File: src/dtar_params.svh
/*
 * Offsets, field positions, reset values and timing counts of the adjustment rate block.
 * Assumes inclusion by bare name from the block's design files.
 */
`ifndef DTAR_PARAMS_SVH
`define DTAR_PARAMS_SVH

// ----------------------------------------------------------------------
// Register map
// ----------------------------------------------------------------------
`define DTAR_OFF_RATE 12'h00c
`define DTAR_OFF_CTRL 12'h010
`define DTAR_OFF_STAT 12'h014
`define DTAR_RATE_RESET 8'h40
`define DTAR_CTRL_RESET 8'h00

// ----------------------------------------------------------------------
// Field positions
// ----------------------------------------------------------------------
`define DTAR_R1_LSB 0
`define DTAR_R2_LSB 3
`define DTAR_LOOP_BIT 6
`define DTAR_CTRL_EN1 0
`define DTAR_CTRL_EN2 1
`define DTAR_CTRL_LOCK 2
`define DTAR_CTRL_SWRST 3

// ----------------------------------------------------------------------
// Timing
// ----------------------------------------------------------------------
`define DTAR_MIN_DEC_CYCLES 8
`define DTAR_CYCLES_PER_SEC 8
`define DTAR_CLK_HZ 10000000
`define DTAR_MON_TICK_CLKS (`DTAR_CLK_HZ / `DTAR_CYCLES_PER_SEC)

`endif

File: src/dtar_pkg.sv
/*
 * Types shared by the adjustment rate block.
 * Assumes dtar_params.svh is available on the include path.
 */
`default_nettype none
package dtar_pkg;
	typedef enum logic [1:0] {
		DTAR_DIR_DEC = 2'b01,
		DTAR_DIR_INC = 2'b10
	} dtar_dir_e;
endpackage
`default_nettype wire

File: src/dtar_wait_if.sv
/*
 * Carrier between the register file and one per-channel wait timer.
 * Assumes a single clock shared by both ends.
 */
`default_nettype none
interface dtar_wait_if;
	logic enable;
	logic [2:0] code;
	dtar_pkg::dtar_dir_e dir;
	logic tick;
	logic adjust;
	modport ctrl (output enable, output code, output dir, output tick, input adjust);
	modport timer (input enable, input code, input dir, input tick, output adjust);
endinterface
`default_nettype wire

File: src/dtar_top.sv
/*
 * Adjustment rate configuration byte with APB access and two channel wait timers.
 * Assumes an APB master on pclk; dir inputs come from the fan control loop.
 */
// The implementer's own choice: register access over APB.
// Behaviour
// - Bits 2:0 set remote 1 wait: 8..1024 decrease, 16..2048 increase cycles.
// - Bits 5:3 set remote 2 wait with the same doubling table.
// - Waits count monitoring cycles, eight per second.
// - Bit 6 is a writable loop select bit, default one.
// - Power-on value of the byte is 0x40.
// - Software reset restores 0x40, even when locked; lock blocks further rate and enable writes.
// - A channel adjusts only while its enable bit is set; enables default off.
`include "dtar_params.svh"
`default_nettype none
module dtar_top #(
	parameter int TICK_CLKS = `DTAR_MON_TICK_CLKS
) (
	input wire logic pclk,
	input wire logic presetn,
	input wire logic psel,
	input wire logic penable,
	input wire logic pwrite,
	input wire logic [11:0] paddr,
	input wire logic [31:0] pwdata,
	output logic [31:0] prdata,
	output logic pready,
	output logic pslverr,
	input wire logic r1_increase,
	input wire logic r2_increase,
	output logic loop_select,
	output logic r1_adjust,
	output logic r2_adjust
);
	// ----------------------------------------------------------------------
	// State
	// ----------------------------------------------------------------------
	typedef struct packed {
		logic [7:0] rate;
		logic en1;
		logic en2;
		logic lock;
		logic [23:0] div;
		logic tick;
		logic [31:0] rdata;
		logic ready;
		logic err;
		logic loop_sel;
		logic adj1;
		logic adj2;
	} dtar_top_s;

	dtar_top_s s_q;
	dtar_top_s s_d;
	logic setup;
	logic wr;
	logic t1_adj;
	logic t2_adj;

	dtar_wait_if w1();
	dtar_wait_if w2();

	function automatic logic is_mapped(input logic [11:0] a);
		is_mapped = (a == `DTAR_OFF_RATE) || (a == `DTAR_OFF_CTRL) || (a == `DTAR_OFF_STAT);
	endfunction

	// One-cycle slave: the setup cycle is decoded and pready rises in the access cycle.
	assign setup = psel && !penable;
	assign wr = psel && penable && s_q.ready && pwrite && !s_q.err;

	// ----------------------------------------------------------------------
	// Next state
	// ----------------------------------------------------------------------
	always_comb
	begin
		s_d = s_q;
		s_d.ready = setup;
		s_d.err = setup && !is_mapped(paddr);
		s_d.tick = 1'b0;
		if (s_q.div == 24'(TICK_CLKS - 1))
		begin
			s_d.div = '0;
			s_d.tick = 1'b1;
		end
		else
		begin
			s_d.div = s_q.div + 24'h000001;
		end
		if (setup && !pwrite)
		begin
			s_d.rdata = '0;
			if (paddr == `DTAR_OFF_RATE)
			begin
				s_d.rdata = {24'h000000, 1'b0, s_q.rate[6:0]};
			end
			else if (paddr == `DTAR_OFF_CTRL)
			begin
				s_d.rdata = {28'h0000000, 1'b0, s_q.lock, s_q.en2, s_q.en1};
			end
			else if (paddr == `DTAR_OFF_STAT)
			begin
				s_d.rdata = {29'h00000000, s_q.loop_sel, s_q.adj2, s_q.adj1};
			end
		end
		if (wr && paddr == `DTAR_OFF_RATE && !s_q.lock)
		begin
			s_d.rate = {1'b0, pwdata[6:0]};
		end
		if (wr && paddr == `DTAR_OFF_CTRL)
		begin
			if (pwdata[`DTAR_CTRL_SWRST])
			begin
				s_d.rate = `DTAR_RATE_RESET;
				s_d.en1 = 1'b0;
				s_d.en2 = 1'b0;
			end
			else if (!s_q.lock)
			begin
				s_d.en1 = pwdata[`DTAR_CTRL_EN1];
				s_d.en2 = pwdata[`DTAR_CTRL_EN2];
			end
			// The lock is sticky until power-on reset, as a lock should be.
			s_d.lock = s_q.lock | pwdata[`DTAR_CTRL_LOCK];
		end
		s_d.loop_sel = s_d.rate[`DTAR_LOOP_BIT];
		s_d.adj1 = t1_adj;
		s_d.adj2 = t2_adj;
	end

	always_ff @(posedge pclk or negedge presetn)
	begin
		if (!presetn)
		begin
			s_q <= '0;
			s_q.rate <= `DTAR_RATE_RESET;
			s_q.loop_sel <= 1'b1;
		end
		else
		begin
			s_q <= s_d;
		end
	end

	// ----------------------------------------------------------------------
	// Channel timers
	// ----------------------------------------------------------------------
	// Both channels share one monitoring tick, so their waits count in the same unit.
	assign w1.enable = s_q.en1;
	assign w1.code = s_q.rate[`DTAR_R1_LSB +: 3];
	assign w1.dir = r1_increase ? dtar_pkg::DTAR_DIR_INC : dtar_pkg::DTAR_DIR_DEC;
	assign w1.tick = s_q.tick;
	assign t1_adj = w1.adjust;
	assign w2.enable = s_q.en2;
	assign w2.code = s_q.rate[`DTAR_R2_LSB +: 3];
	assign w2.dir = r2_increase ? dtar_pkg::DTAR_DIR_INC : dtar_pkg::DTAR_DIR_DEC;
	assign w2.tick = s_q.tick;
	assign t2_adj = w2.adjust;

	dtar_wait_timer #(.CNT_W(12)) u_t1 (.pclk(pclk), .presetn(presetn), .wif(w1));
	dtar_wait_timer #(.CNT_W(12)) u_t2 (.pclk(pclk), .presetn(presetn), .wif(w2));

	assign prdata = s_q.rdata;
	assign pready = s_q.ready;
	assign pslverr = s_q.err;
	assign loop_select = s_q.loop_sel;
	assign r1_adjust = s_q.adj1;
	assign r2_adjust = s_q.adj2;
endmodule
`default_nettype wire

File: src/dtar_wait_timer.sv
/*
 * Counts monitoring cycles for one channel and pulses when an adjustment may be made.
 * Assumes tick is a one-cycle pulse per monitoring cycle.
 */
`include "dtar_params.svh"
`default_nettype none
module dtar_wait_timer #(
	parameter int CNT_W = 12
) (
	input wire logic pclk,
	input wire logic presetn,
	dtar_wait_if.timer wif
);
	typedef struct packed {
		logic [CNT_W-1:0] cnt;
		logic adjust;
	} dtar_tmr_s;

	dtar_tmr_s s_q;
	dtar_tmr_s s_d;
	logic [CNT_W-1:0] limit;

	// Increase waits are one code step longer than decrease waits.
	always_comb
	begin
		limit = CNT_W'(`DTAR_MIN_DEC_CYCLES) << wif.code;
		if (wif.dir == dtar_pkg::DTAR_DIR_INC)
		begin
			limit = limit << 1;
		end
	end

	always_comb
	begin
		s_d = s_q;
		s_d.adjust = 1'b0;
		if (!wif.enable)
		begin
			s_d.cnt = '0;
		end
		else if (wif.tick)
		begin
			if (s_q.cnt + CNT_W'(1) >= limit)
			begin
				s_d.cnt = '0;
				s_d.adjust = 1'b1;
			end
			else
			begin
				s_d.cnt = s_q.cnt + CNT_W'(1);
			end
		end
	end

	always_ff @(posedge pclk or negedge presetn)
	begin
		if (!presetn)
		begin
			s_q <= '0;
		end
		else
		begin
			s_q <= s_d;
		end
	end

	assign wif.adjust = s_q.adjust;
endmodule
`default_nettype wire

File: config.mk
export PLATFORM = sky130hd
export DESIGN_NAME = dtar_top
export DESIGN_NICKNAME = d
export VERILOG_FILES = /design/src/dtar_pkg.sv /design/src/dtar_wait_if.sv /design/src/dtar_top.sv /design/src/dtar_wait_timer.sv
export VERILOG_INCLUDE_DIRS = /design/src
export SDC_FILE = /design/constraint.sdc
export NUM_CORES = 1
export LEC_CHECK = 0
export BUFFER_PORTS_ARGS = -buffer_cell sky130_fd_sc_hd__buf_2
export CAP_MARGIN = 20
export CORE_ASPECT_RATIO = 0.9
export CORE_UTILIZATION = 23
export DETAILED_ROUTE_END_ITERATION = 8
export SETUP_SLACK_MARGIN = 0.05
export SLEW_MARGIN = 0
export SYNTH_ARGS = -nofsm -noshare
export SYNTH_HDL_FRONTEND = slang
export SYNTH_HIERARCHICAL = 1
export SYNTH_SLANG_ARGS = --single-unit
File: constraint.sdc
create_clock -name pclk -period 4.61 [get_ports pclk]
set_input_delay 0.2305 -clock pclk [delete_from_list [all_inputs] [get_ports pclk]]
set_output_delay 0.2305 -clock pclk [all_outputs]
set_load 0.01 [all_outputs]
==> out/summary.txt <==
Final Routed Wirelength - 9940 um
WL per Instance - 12.5 um
Post-DP Area - 4980 um2
Post-CTS Hold Buffers - 0
Static Leakage - 2.35 nW
RSZ-0062 raised after global routing - no
Pwr Density - 287 nW/um2
Boundary pin count - 88
Worst path top cell family by delay - simple AND/OR/NAND/NOR gates
Initial antenna violation count - 0
Final setup fails - 0
R2r setup slk - 1.88 ns
Worst Setup Start Kind - register
Reported net switching power - 0.000344 W
FF-to-FF End - u_t2/s_q[1]
Fmax - 0.366 GHz
Critical Path RT - 4.83 ns
Die area - 21200 um2
Die H - 138 um
Pint - 0.00119 W
Avg Inst Size Synth - 9.24 um2
CTS tree - yes
Crit Path Max Fanout - 5
Peak VDD IR - 201 uV
CP cell instances - ha_1 -> nand2_1 -> nor3_1 -> xor2_1 -> ha_1 -> nand4_1 -> a211oi_1 -> or3_4 -> nor3b_2 -> o21a_1
Clock latency on the worst-skew pair - 0.35 ns
Net Sw Frac - 0.225
Synth warn - 6
Share of the synthesized area in the top cell type - 0.375
Fin area - 5340 um2
# diodes - 0
Final Max Tran Viols - 0
Number of global-route vias before repair - 3489
Final HPWL from detailed placement - 6980 um
Die width - 153 um
EDFF count, synth - 0
Worst reg2reg startpoint - u_t2/s_q[1]
Clk network pwr share - 0.544
Tcrit/Tclk final - 0.593
Post-synth ARST share - 1.00
FP Rows - 49
Final hold vios - 0
IO Port Bufs - 37
Pin count of the biggest net entering global routing - 73
Critical Path Stages - 10
CP max stage delay - 0.44 ns
Setup tns final - 0 ns
Post-synthesis cell type count - 57
Total gr overflow - 0
Residual DRC - 0
Routed via count - 3566
Hold crit path type - primary input to async pin
Critical path arrival - 2.96 ns
CP Class - register to register
Global-route wire length before repair - 17200 um
Flops & latches, synth - 72
Sequential area share after synthesis - 0.380
Clock sinks - 72
# Max-Cap Violations - 0
Comb pwr share - 0.042
Antenna viol nets, final - 0
Reg clk slew, reported paths - 0.06 ns
Placed Cells - 776
Layout cell share with drive strength beyond 1 - 0.160
Post-CTS setup buffers - 0
Most frequent cells in the layout - dfrtp_1 (71), nand2_1 (49), buf_2 (36)
CTS Buf Count - 9
Iter 0 DRT Violations - 190
Area growth, synth to finish - 12.5%
Via density - 4.50
H-tree levels - 3
CP endpoint kind - register
Non-filler cells, final - 793
Commonest non-fill, non-tap cell in the layout - dfrtp_1
GPL Wtd Cong - 0.799
Final min period - 2.73 ns
Cell Area, Synth - 4740 um2
TritonRoute pass-1 iters - 4
Clock Tree Buf Depth - 2
Hold Slack - 0.0239 ns
Post-CTS sizing - 0
Initial Util - 0.236
Status - completed
Tot GR Track Use - 0.0998
Buf/Inv on CP - 0
Sequential Power Share - 0.414
Core area - 20100 um2
CTS root buffer - clkbuf_16
Most used cell, CP - ha_1
Reg2reg path depth - 10
Slew headroom - 0.336
Cells after Synth - 513
Slowest-stage cell, CP - a211oi_1
Final nets - 605
Synth area leader - dfrtp_1
Least-Margin Pin Slew - 0.994 ns
Dominant cells by area after synthesis - dfrtp_1 (37%), buf_4 (5.9%), ha_1 (5.5%)
Clock Skew - 0.0156 ns
Ys flop type - dfrtp_1
## power groups by stage
| stage | registers, W | logic, W | clock network [W] |
|---|---|---|---|
| after floorplan | 0.000646 | 0.0000481 | 0 |
| after global placement | 0.000645 | 0.0000651 | 0 |
| after detailed placement | 0.000645 | 0.0000656 | 0 |
| after CTS | 0.000633 | 0.0000657 | 0.000854 |
| after global routing | 0.000633 | 0.0000732 | 0.000877 |
| final | 0.000633 | 0.0000643 | 0.000832 |
## per-stage QoR
step	util	power (W)	setup slack (ns)
global placement	0.248	0.000710	1.96
finish	0.265	0.00153	1.88
floorplan	-	0.000694	2.25
detailed placement	0.248	0.000711	1.93
global route	0.265	0.00158	1.68
CTS	0.265	0.00155	1.89
## Yosys cell counts, types with 7 or more instances
cell and count:
buf_4 37, nand2_1 49, a21oi_1 20, xor2_1 25, nand2b_1 18, dfrtp_1 71, nor3_1 9, clkbuf_1 12
ha_1 21, nor2_1 34, o21ai_0 11, nor2b_1 9, nand4_1 12, nor4_1 7, inv_1 11, xnor2_1 17
nand3_1 32, nand3b_1 16
## worst max-delay path by stage
stage                     start     endpoint
detailed placement  u_t1/s_q[4]  u_t1/s_q[1]
global route        u_t2/s_q[1]  u_t2/s_q[1]
global placement    u_t2/s_q[3]  u_t2/s_q[4]
finish              u_t2/s_q[1]  u_t2/s_q[1]
floorplan           u_t1/s_q[1]  u_t1/s_q[1]
CTS                 u_t2/s_q[1]  u_t2/s_q[1]
## state kept, by name, summed over array words and instances (netlist names)
name and count:
pslverr 1, w1.tick 1, u_t2/wif.adjust 1, r1_adjust 1, r2_adjust 1, u_t1/s_q 12
prdata 7, w1.enable 1, u_t1/wif.adjust 1, s_q 32, pready 1, u_t2/s_q 12
w2.enable 1
## area by class of cell
| class | instances | area [um2] |
|---|---|---|
| Fill cell | 2142 | 14800 |
| Multi-Input combinational cell | 399 | 2620 |
| Sequential cell | 72 | 1800 |
| Tap cell | 255 | 319 |
| Clock buffer | 9 | 225 |
| Timing Repair Buffer | 40 | 208 |
| Clock inverter | 7 | 124 |
| Inverter | 11 | 41.3 |
## per-layer routing
metal | up-vias | share of wire | GRT usage
met1 | 1703 | 0.51 | 0.138
met3 | 12 | 0.039 | 0.0270
met4 | 0 | 0.014 | 0.0342
met5 | - | 0 | 0
met2 | 56 | 0.44 | 0.149
li1 | 1795 | - | -
## cell families after synthesis
logic type	share of synthesized area
other	0.000791
AO/OA/AOI/OAI	0.117
XOR/XNOR	0.0776
flip-flops	0.380
buffers and inverters	0.0873
multiplexers	0.00633
AND/OR/NAND/NOR	0.276
adder cells (fa/ha/maj)	0.0554
(Power assumes the default switching activity.)
